**src/verilog/i2cscp_pkg.sv**
```systemverilog
package i2cscp_pkg;
	// ****************************************
	// slave address and port selection
	// ****************************************
	localparam logic [3:0] I2CSCP_ADDR_HIGH  = 4'hB;
	localparam logic [1:0] I2CSCP_PIN_LOW    = 2'h0;
	localparam logic [1:0] I2CSCP_PIN_OPEN   = 2'h1;
	localparam logic [1:0] I2CSCP_PIN_HIGH   = 2'h2;
	// ****************************************
	// byte framing and reset values
	// ****************************************
	localparam logic [3:0] I2CSCP_ACK_BIT    = 4'h8;
	localparam logic [3:0] I2CSCP_BIT_RESET  = 4'h0;
	localparam logic [15:0] I2CSCP_PTR_RESET = 16'h0000;
	localparam int         I2CSCP_FIFO_DEPTH = 32;
	localparam int         I2CSCP_DATA_W     = 8;

	typedef enum logic [2:0] {
		I2CSCP_IDLE,
		I2CSCP_ADDR,
		I2CSCP_PTR_HI,
		I2CSCP_PTR_LO,
		I2CSCP_WDATA,
		I2CSCP_RDATA
	} i2cscp_state_type;
endpackage

```
**src/verilog/i2cscp_fifo.sv**
```systemverilog
`timescale 1ns/1ps
module i2cscp_fifo #(
	parameter int WIDTH = 8,
	parameter int DEPTH = 32
) (
	input  wire logic             clk,
	input  wire logic             rst_b,
	input  wire logic [WIDTH-1:0] in_data,
	input  wire logic             in_valid,
	output logic                  in_ready,
	output logic      [WIDTH-1:0] out_data,
	output logic                  out_valid,
	input  wire logic             out_ready
);
	localparam int AW = $clog2(DEPTH);
	logic [WIDTH-1:0] mem [DEPTH];
	logic [AW-1:0]    wr_idx;
	logic [AW-1:0]    rd_idx;
	logic [AW:0]      count;
	logic [AW-1:0]    next_wr_idx;
	logic [AW-1:0]    next_rd_idx;
	logic [AW:0]      next_count;
	logic             push;
	logic             pop;

	always_comb begin
		push = in_valid && in_ready;
		pop = out_valid && out_ready;
		next_wr_idx = wr_idx;
		next_rd_idx = rd_idx;
		if (push) begin
			next_wr_idx = (wr_idx == AW'(DEPTH - 1)) ? '0 : AW'(wr_idx + 1'b1);
		end
		if (pop) begin
			next_rd_idx = (rd_idx == AW'(DEPTH - 1)) ? '0 : AW'(rd_idx + 1'b1);
		end
		next_count = (AW + 1)'(count + (AW + 1)'(push) - (AW + 1)'(pop));
	end

	always_ff @(posedge clk or negedge rst_b) begin
		if (!rst_b) begin
			wr_idx <= '0;
			rd_idx <= '0;
			count <= '0;
			in_ready <= 1'b1;
			out_valid <= 1'b0;
		end else begin
			wr_idx <= next_wr_idx;
			rd_idx <= next_rd_idx;
			count <= next_count;
			in_ready <= next_count != (AW + 1)'(DEPTH);
			out_valid <= next_count != '0;
		end
	end

	always_ff @(posedge clk) begin
		if (push) begin
			mem[wr_idx] <= in_data;
		end
	end

	assign out_data = mem[rd_idx];
endmodule // i2cscp_fifo

```
**src/verilog/i2cscp_top.sv**
```systemverilog
// Overview of operation
// - sda changes only while scl low
// - sda falling with scl high starts
// - sda rising with scl high stops
// - eight bits msb first, then ack
// - receiver acks by holding sda low
// - nack leaves sda released high
// - first byte: address plus direction bit
// - ack own address only, else idle
// - write: pointer high then low byte
// - following write bytes stored and acked while the buffer has room, else nacked
// - read sends data right after address ack
// - master nack ends read, release sda
// - restart allowed; partial byte discarded
// - pointer-only write just sets pointer
// - plain read starts at held pointer
// - combined write-restart-read supported
// - address is 1011 plus pin code
// - both select pins high disables port
`timescale 1ns/1ps
module i2cscp_top
	import i2cscp_pkg::*;
#(
	parameter int DATA_W = I2CSCP_DATA_W,
	parameter int DEPTH  = I2CSCP_FIFO_DEPTH
) (
	input  wire logic              clk,
	input  wire logic              rst_b,
	input  wire logic              scl,
	input  wire logic              sda_in,
	output logic                   sda_out,
	output logic                   sda_oe,
	input  wire logic [1:0]        port_select_pin_high,
	input  wire logic [1:0]        port_select_pin_low,
	output logic                   port_active,
	output logic      [15:0]       reg_addr,
	output logic      [DATA_W-1:0] reg_wdata,
	output logic                   reg_wvalid,
	input  wire logic              reg_wready,
	output logic                   reg_rd,
	input  wire logic [DATA_W-1:0] reg_rdata
);
	// ****************************************
	// bus edge and condition detection
	// ****************************************
	logic scl_q;
	logic sda_q;
	logic scl_rise;
	logic scl_fall;
	logic start_det;
	logic stop_det;
	logic [6:0] own_addr;
	logic next_port_active;

	always_comb begin
		scl_rise = scl && !scl_q;
		scl_fall = !scl && scl_q;
		start_det = scl && scl_q && sda_q && !sda_in;
		stop_det = scl && scl_q && !sda_q && sda_in;
		// pin code: low/open/high pairs give 0..7
		own_addr = {I2CSCP_ADDR_HIGH,
			3'(3'(port_select_pin_high) * 3'h3 + 3'(port_select_pin_low))};
		next_port_active = !(port_select_pin_high == I2CSCP_PIN_HIGH
			&& port_select_pin_low == I2CSCP_PIN_HIGH);
	end

	// ****************************************
	// protocol state
	// ****************************************
	i2cscp_state_type state;
	i2cscp_state_type next_state;
	logic [3:0]  bit_cnt;
	logic [3:0]  next_bit_cnt;
	logic [7:0]  shift;
	logic [7:0]  next_shift;
	logic [15:0] next_reg_addr;
	logic        next_sda_out;
	logic        next_sda_oe;
	logic        next_reg_rd;
	logic        read_dir;
	logic        next_read_dir;
	logic        nacked;
	logic        next_nacked;
	logic        byte_push;
	logic [7:0]  push_data;
	logic        fifo_ready;
	logic        rd_wait;
	logic        next_rd_wait;
	logic        after_start;
	logic        next_after_start;

	always_comb begin
		next_state = state;
		next_bit_cnt = bit_cnt;
		next_shift = shift;
		next_reg_addr = reg_addr;
		next_sda_out = sda_out;
		next_sda_oe = sda_oe;
		next_read_dir = read_dir;
		next_nacked = nacked;
		next_reg_rd = 1'b0;
		next_rd_wait = rd_wait;
		next_after_start = after_start;
		byte_push = 1'b0;
		push_data = shift;
		if (!port_active) begin
			next_state = I2CSCP_IDLE;
			next_sda_oe = 1'b0;
			next_rd_wait = 1'b0;
			next_after_start = 1'b0;
		end else if (start_det) begin
			next_state = I2CSCP_ADDR;
			next_bit_cnt = I2CSCP_BIT_RESET;
			next_sda_oe = 1'b0;
			next_rd_wait = 1'b0;
			next_after_start = 1'b1;
		end else if (stop_det) begin
			next_state = I2CSCP_IDLE;
			next_sda_oe = 1'b0;
			next_rd_wait = 1'b0;
			next_after_start = 1'b0;
		end else if (rd_wait) begin
			// data from register port is taken in the same cycle as the reg_rd request
			next_rd_wait = 1'b0;
			next_shift = reg_rdata;
			next_sda_oe = !reg_rdata[7];
			next_sda_out = 1'b0;
		end else if (state != I2CSCP_IDLE && scl_rise && bit_cnt < I2CSCP_ACK_BIT) begin
			if (state != I2CSCP_RDATA) begin
				next_shift = {shift[6:0], sda_in};
			end
		end else if (state != I2CSCP_IDLE && scl_rise) begin
			next_nacked = sda_in;
		end else if (after_start && scl_fall) begin
			// scl fall closing the start is not a bit
			next_after_start = 1'b0;
		end else if (state != I2CSCP_IDLE && scl_fall) begin
			next_bit_cnt = (bit_cnt == I2CSCP_ACK_BIT) ? I2CSCP_BIT_RESET : 4'(bit_cnt + 1'b1);
			next_sda_oe = 1'b0;
			next_sda_out = 1'b0;
			if (bit_cnt == 4'h7) begin
				// eighth bit done: decide acknowledge
				if (state == I2CSCP_ADDR) begin
					if (shift[7:1] == own_addr) begin
						next_sda_oe = 1'b1;
						next_read_dir = shift[0];
					end else begin
						next_state = I2CSCP_IDLE;
					end
				end else if (state == I2CSCP_RDATA) begin
					next_reg_addr = 16'(reg_addr + 1'b1);
				end else if (state == I2CSCP_WDATA) begin
					next_sda_oe = fifo_ready;
					byte_push = fifo_ready;
				end else begin
					next_sda_oe = 1'b1;
				end
				if (state == I2CSCP_PTR_HI) begin
					next_reg_addr = {shift, reg_addr[7:0]};
				end else if (state == I2CSCP_PTR_LO) begin
					next_reg_addr = {reg_addr[15:8], shift};
				end
			end else if (bit_cnt == I2CSCP_ACK_BIT) begin
				unique case (state)
					I2CSCP_ADDR: begin
						next_state = read_dir ? I2CSCP_RDATA : I2CSCP_PTR_HI;
						next_reg_rd = read_dir;
						next_rd_wait = read_dir;
					end
					I2CSCP_PTR_HI: next_state = I2CSCP_PTR_LO;
					I2CSCP_PTR_LO: next_state = I2CSCP_WDATA;
					I2CSCP_WDATA:  next_state = I2CSCP_WDATA;
					I2CSCP_RDATA: begin
						if (nacked) begin
							next_state = I2CSCP_IDLE;
						end else begin
							next_reg_rd = 1'b1;
							next_rd_wait = 1'b1;
						end
					end
					I2CSCP_IDLE: next_state = I2CSCP_IDLE;
				endcase
			end else if (state == I2CSCP_RDATA) begin
				next_shift = {shift[6:0], 1'b0};
				next_sda_oe = !shift[6];
			end
		end
		if (byte_push) begin
			next_reg_addr = 16'(reg_addr + 1'b1);
		end
	end

	always_ff @(posedge clk or negedge rst_b) begin
		if (!rst_b) begin
			scl_q <= 1'b1;
			sda_q <= 1'b1;
			port_active <= 1'b0;
			state <= I2CSCP_IDLE;
			bit_cnt <= I2CSCP_BIT_RESET;
			shift <= 8'h00;
			reg_addr <= I2CSCP_PTR_RESET;
			sda_out <= 1'b0;
			sda_oe <= 1'b0;
			read_dir <= 1'b0;
			nacked <= 1'b0;
			reg_rd <= 1'b0;
			rd_wait <= 1'b0;
			after_start <= 1'b0;
		end else begin
			scl_q <= scl;
			sda_q <= sda_in;
			port_active <= next_port_active;
			state <= next_state;
			bit_cnt <= next_bit_cnt;
			shift <= next_shift;
			reg_addr <= next_reg_addr;
			sda_out <= next_sda_out;
			sda_oe <= next_sda_oe;
			read_dir <= next_read_dir;
			nacked <= next_nacked;
			reg_rd <= next_reg_rd;
			rd_wait <= next_rd_wait;
			after_start <= next_after_start;
		end
	end

	// ****************************************
	// write data buffer
	// ****************************************
	logic [DATA_W-1:0] fifo_data;
	logic              fifo_valid;

	i2cscp_fifo #(
		.WIDTH (DATA_W),
		.DEPTH (DEPTH)
	) u_fifo (
		.clk       (clk),
		.rst_b     (rst_b),
		.in_data   (DATA_W'(push_data)),
		.in_valid  (byte_push),
		.in_ready  (fifo_ready),
		.out_data  (fifo_data),
		.out_valid (fifo_valid),
		.out_ready (reg_wready && !reg_wvalid)
	);

	always_ff @(posedge clk or negedge rst_b) begin
		if (!rst_b) begin
			reg_wdata <= '0;
			reg_wvalid <= 1'b0;
		end else begin
			reg_wvalid <= fifo_valid && reg_wready && !reg_wvalid;
			reg_wdata <= fifo_data;
		end
	end

	// ****************************************
	// checks
	// ****************************************
	property p_ack_own;
		@(posedge clk) disable iff (!rst_b)
		(state == I2CSCP_ADDR && scl_fall && bit_cnt == 4'h7 && shift[7:1] == own_addr
			&& port_active && !start_det && !stop_det && !rd_wait) |=> sda_oe;
	endproperty
	a_ack_own: assert property (p_ack_own) else $error("own address not acked");

	property p_idle_quiet;
		@(posedge clk) disable iff (!rst_b)
		(state == I2CSCP_IDLE) |-> !sda_oe;
	endproperty
	a_idle_quiet: assert property (p_idle_quiet) else $error("sda driven while idle");

	property p_stop_idle;
		@(posedge clk) disable iff (!rst_b)
		(stop_det && !start_det) |=> (state == I2CSCP_IDLE && !sda_oe);
	endproperty
	a_stop_idle: assert property (p_stop_idle) else $error("stop not honoured");

	property p_start_addr;
		@(posedge clk) disable iff (!rst_b)
		(start_det && port_active) |=> (state == I2CSCP_ADDR && bit_cnt == I2CSCP_BIT_RESET);
	endproperty
	a_start_addr: assert property (p_start_addr) else $error("start not honoured");

	property p_stable_high;
		@(posedge clk) disable iff (!rst_b)
		(scl && scl_q) |-> $stable(sda_oe) || stop_det || start_det || $past(start_det) || $past(stop_det);
	endproperty
	a_stable_high: assert property (p_stable_high) else $error("sda moved with scl high");

	property p_spi_off;
		@(posedge clk) disable iff (!rst_b)
		!port_active |=> !sda_oe;
	endproperty
	a_spi_off: assert property (p_spi_off) else $error("port active in spi mode");

	property p_ptr_inc;
		@(posedge clk) disable iff (!rst_b)
		byte_push |=> reg_addr == 16'($past(reg_addr) + 1'b1);
	endproperty
	a_ptr_inc: assert property (p_ptr_inc) else $error("pointer not incremented");

	property p_nack_end;
		@(posedge clk) disable iff (!rst_b)
		(state == I2CSCP_RDATA && scl_fall && bit_cnt == I2CSCP_ACK_BIT && nacked && port_active
			&& !start_det && !stop_det && !rd_wait) |=> (state == I2CSCP_IDLE && !sda_oe);
	endproperty
	a_nack_end: assert property (p_nack_end) else $error("read not ended on nack");

	c_write: cover property (@(posedge clk) disable iff (!rst_b) byte_push);
	c_read: cover property (@(posedge clk) disable iff (!rst_b) reg_rd);
	c_restart: cover property (@(posedge clk) disable iff (!rst_b)
		start_det && state == I2CSCP_WDATA);
endmodule // i2cscp_top

```
**config.mk**
```make
export PLATFORM = sky130hd
export DESIGN_NAME = i2cscp_top
export DESIGN_NICKNAME = d
export VERILOG_FILES = /design/src/verilog/i2cscp_pkg.sv /design/src/verilog/i2cscp_fifo.sv /design/src/verilog/i2cscp_top.sv
export SDC_FILE = /design/constraint.sdc
export NUM_CORES = 1
export LEC_CHECK = 0
export BUFFER_PORTS_ARGS = -buffer_cell sky130_fd_sc_hd__buf_2
export CAP_MARGIN = 25
export CORE_ASPECT_RATIO = 1.2
export CORE_UTILIZATION = 56
export CTS_BUF_LIST = sky130_fd_sc_hd__clkbuf_16
export DETAILED_ROUTE_END_ITERATION = 8
export PLACE_DENSITY = 0.76
export SYNTH_ARGS = -nofsm -noshare
export SYNTH_HDL_FRONTEND = slang
export SYNTH_HIERARCHICAL = 1
export SYNTH_SLANG_ARGS = --single-unit
export TNS_END_PERCENT = 10
```
**constraint.sdc**
```tcl
create_clock -name clk -period 3.8 [get_ports clk]
set_clock_uncertainty 0.05 [all_clocks]
set_input_delay 0.19 -clock clk [delete_from_list [all_inputs] [get_ports clk]]
set_output_delay 0.19 -clock clk [all_outputs]
set_load 0.01 [all_outputs]
```
==> flow_summary.json <==
{
  "antenna_cells": 0,
  "fin_crit_sh": 0.941,
  "drive_above_1_share": 0.188,
  "core_mm2": 0.0241,
  "root_buffer": "clkbuf_16",
  "synth_seq_cells": 322,
  "drv_cap": 0,
  "p_leak_nw": 5.70,
  "gp_congestion": 0.859,
  "cts_sinks": 322,
  "routed_wl_um": 29000,
  "critPathRequiredTime_ns": 4.17,
  "dp_hpwl_um": 18000,
  "synth_edf_count": 256,
  "synth_area_leader_cell": "edfxtp_1",
  "tns_ns": 0,
  "cts_tree": "done",
  "crit_buf_inv": 3,
  "cpLargestDelayFamily": "simple AND/OR/NAND/NOR gates",
  "clkPwrFrac": 0.321,
  "dr_wl_met2_um": 14500,
  "netSwitchingFraction": 0.283,
  "port_buffers": 44,
  "slowest_stage": "fa_1",
  "yosysSeqAreaShare": 0.673,
  "fp.dieH_um": 174,
  "grt_overflow": 0,
  "final_nets": 1033,
  "synth_common_cells": "edfxtp_1, dfrtp_1, mux2i_1, nand2_1, nor2_1",
  "cts.clk_slew.worst_paths_ns": 0.07,
  "pwr-share-comb": 0.202,
  "wl_per_cell_um": 21.7,
  "max_freq_ghz": 0.280,
  "ant_nets": 0,
  "clk_path_buf_depth": 3,
  "synth_most_common_cell": "edfxtp_1",
  "slowest_delay_ns": 0.51,
  "hp-class": "input port to register",
  "synth_area_per_cell_um2": 15.1,
  "rsz0062_at_grt": "no",
  "floorplan.initialDensity": 0.575,
  "power_frac_seq": 0.476,
  "synth_nets": 956,
  "boundaryPins": 46,
  "yosys-top-cells-area": "edfxtp_1, dfrtp_1, mux4_2",
  "synthArstFlopShare": 0.205,
  "fin_ws_ns": 0.224,
  "ys_warn_count": 6,
  "netSwitchingPower_mw": 2.41,
  "std_cell_rows": 62,
  "place_ws_ns": 0.182,
  "drc_errors": 0,
  "peakVddDrop_mv": 0.555,
  "pwr_density_cell_mw_per_mm2": 549,
  "fin_crit_ns": 3.58,
  "first_global_vias": 8186,
  "area_delta_synth_final_pct": 12.1,
  "intPower_mw": 6.12,
  "via_per_inst": 6.10,
  "drt_iter0_markers": 590,
  "worst-slew-pin-transition_ns": 1.01,
  "die_w_um": 146,
  "hold_violations": 0,
  "setup_violations": 0,
  "cts_setup_buffers": 0,
  "slew_headroom": 0.306,
  "cp.arrival_ns": 3.95,
  "numCtsBuffers": 30,
  "worstSkewPairLatency_ns": 0.55,
  "yosys.area.top_type_share": 0.554,
  "wl_met1_um": 12100,
  "grt_max_degree": 67,
  "worstPathMaxFanout": 5,
  "htree_levels": 1,
  "path_cells": "ha_1 -> and4bb_2 -> nand2_1 -> nor2_2 -> nand2_1 -> ha_1 -> inv_1 -> ha_1 -> inv_1 -> fa_1 -> inv_1 -> or3_1 -> or4b_1",
  "mappedNetlistArea_mm2": 0.0139,
  "ys_types": 72,
  "syn_inst": 918,
  "grt_usage": 0.232,
  "cp-end-kind": "register",
  "die-area_mm2": 0.0254,
  "via_count": 8164,
  "start_kind": "register",
  "slew_violations": 0,
  "synthFlopType": "edfxtp_1",
  "grt_antenna_before_repair": 0,
  "grt_pass1_wl_um": 45600,
  "drt-pass1-iter-count": 5,
  "routed-wl-met3_um": 1630,
  "nFillCells": 1675,
  "status": "completed",
  "top_layer": "met4",
  "crit_type": "register to register"
}
-- sequential cells by signal, indices dropped and copies added (netlist names), 3 cells and up --
register and count:
u_fifo/mem 256, reg_addr 16, push_data 8, reg_wdata 8, u_fifo/count 6, u_fifo/rd_idx 5
u_fifo/wr_idx 5, bit_cnt 4, state 3
-- cell type report --
type,instances,area [um^2],share of cell area
clock inverter,26,156,0.0101
timing repair buffer,90,613,0.0394
inverter,22,82.6,0.00531
sequential,322,9350,0.601
clock buffer,30,751,0.0483
multi-input combinational,529,4200,0.270
tap,320,400,0.0257
-- cell families after synthesis --
group / Yosys count / synth area share
DFF: 322 / 0.673
and+or+nand+nor: 217 / 0.0812
AOI/OAI and AO/OA: 168 / 0.0831
muxes: 111 / 0.111
buffers and inverters: 67 / 0.0243
adders and majority gates: 21 / 0.0200
xor gates and xnor gates: 11 / 0.00694
other: 1 / 0.000270
-- power by group through the flow --
stage          sequential [mW]  clock (mW)  combinational, mW
5_1_grt                   4.09        2.92               1.87
4_1_cts                   4.07        2.78               1.73
6_report                  4.07        2.74               1.73
2_1_floorplan             4.03           0               1.39
3_5_place_dp              4.14           0               1.71
3_3_place_gp              4.13           0               1.67
-- worst paths after layout --
kind	slack [ns]	start	cells after the start	to
worst min register to register	0.47	u_fifo/count[0]	1	u_fifo/count[0]
worst max register to register	0.22	bit_cnt[0]	13	u_fifo/out_valid
min in group asynchronous	0.25	rst_b	2	reg_addr[1]
max in group asynchronous	2.75	rst_b	2	u_fifo/rd_idx[0]
worst max-delay path	0.22	bit_cnt[0]	13	u_fifo/out_valid
worst min-delay path	0.008	reg_wready	3	reg_wvalid
-- routing by layer --
metal / vias up / track usage
met5: - / 0
met1: 4128 / 0.313
met4: 0 / 0.0724
li1: 3724 / -
met2: 268 / 0.392
met3: 44 / 0.0315
-- through the flow --
stage               utilization  hold WS, ns  total power, mW  instances  instance area, um^2
finish                    0.645      0.00784             8.54       1339                15600
CTS                       0.644      0.00434             8.58       1339                15500
global placement          0.601        0.293             5.80       1270                14500
global route              0.645       0.0136             8.87       1339                15600
floorplan                     -       -0.156             5.42        918                13900
detailed placement        0.601        0.301             5.85       1270                14500
-- layout by cell type (no fill, tap or decap), types with 6 or more instances in the layout --
cell type / count
a21oi_1: 30
mux2_2: 23
nor3_1: 9
and3_1: 9
xnor2_1: 7
inv_1: 29
clkinv_1: 8
mux2i_1: 56
edfxtp_1: 256
o21ai_0: 31
a2111oi_0: 8
nand2_1: 54
nand3b_1: 13
dlygate4sd3_1: 13
buf_4: 33
clkinv_2: 6
a22oi_1: 25
a31oi_1: 20
ha_1: 19
dfrtp_1: 62
a211oi_1: 9
mux4_2: 32
clkbuf_16: 30
nor2b_1: 20
nand3_1: 28
nor2_1: 48
buf_2: 43
a22o_1: 10
-- repair_timing --
action / 4_1_cts / 5_1_grt
hold buffers: 13 / 0
endpoints found under the setup margin: 0 / 1
resized for setup: 0 / 1
hold endpoints to repair: 76 / 0
-- worst reg2reg max path, stage by stage, from the launching register on --
cell	delay (ns)
dfrtp_1	0.40
ha_1	0.26
and4bb_2	0.28
nand2_1	0.10
nor2_2	0.24
nand2_1	0.12
ha_1	0.30
inv_1	0.06
ha_1	0.17
inv_1	0.07
fa_1	0.51
inv_1	0.05
or3_1	0.38
or4b_1	0.49
No activity file was read; power rests on OpenSTA's default activity.
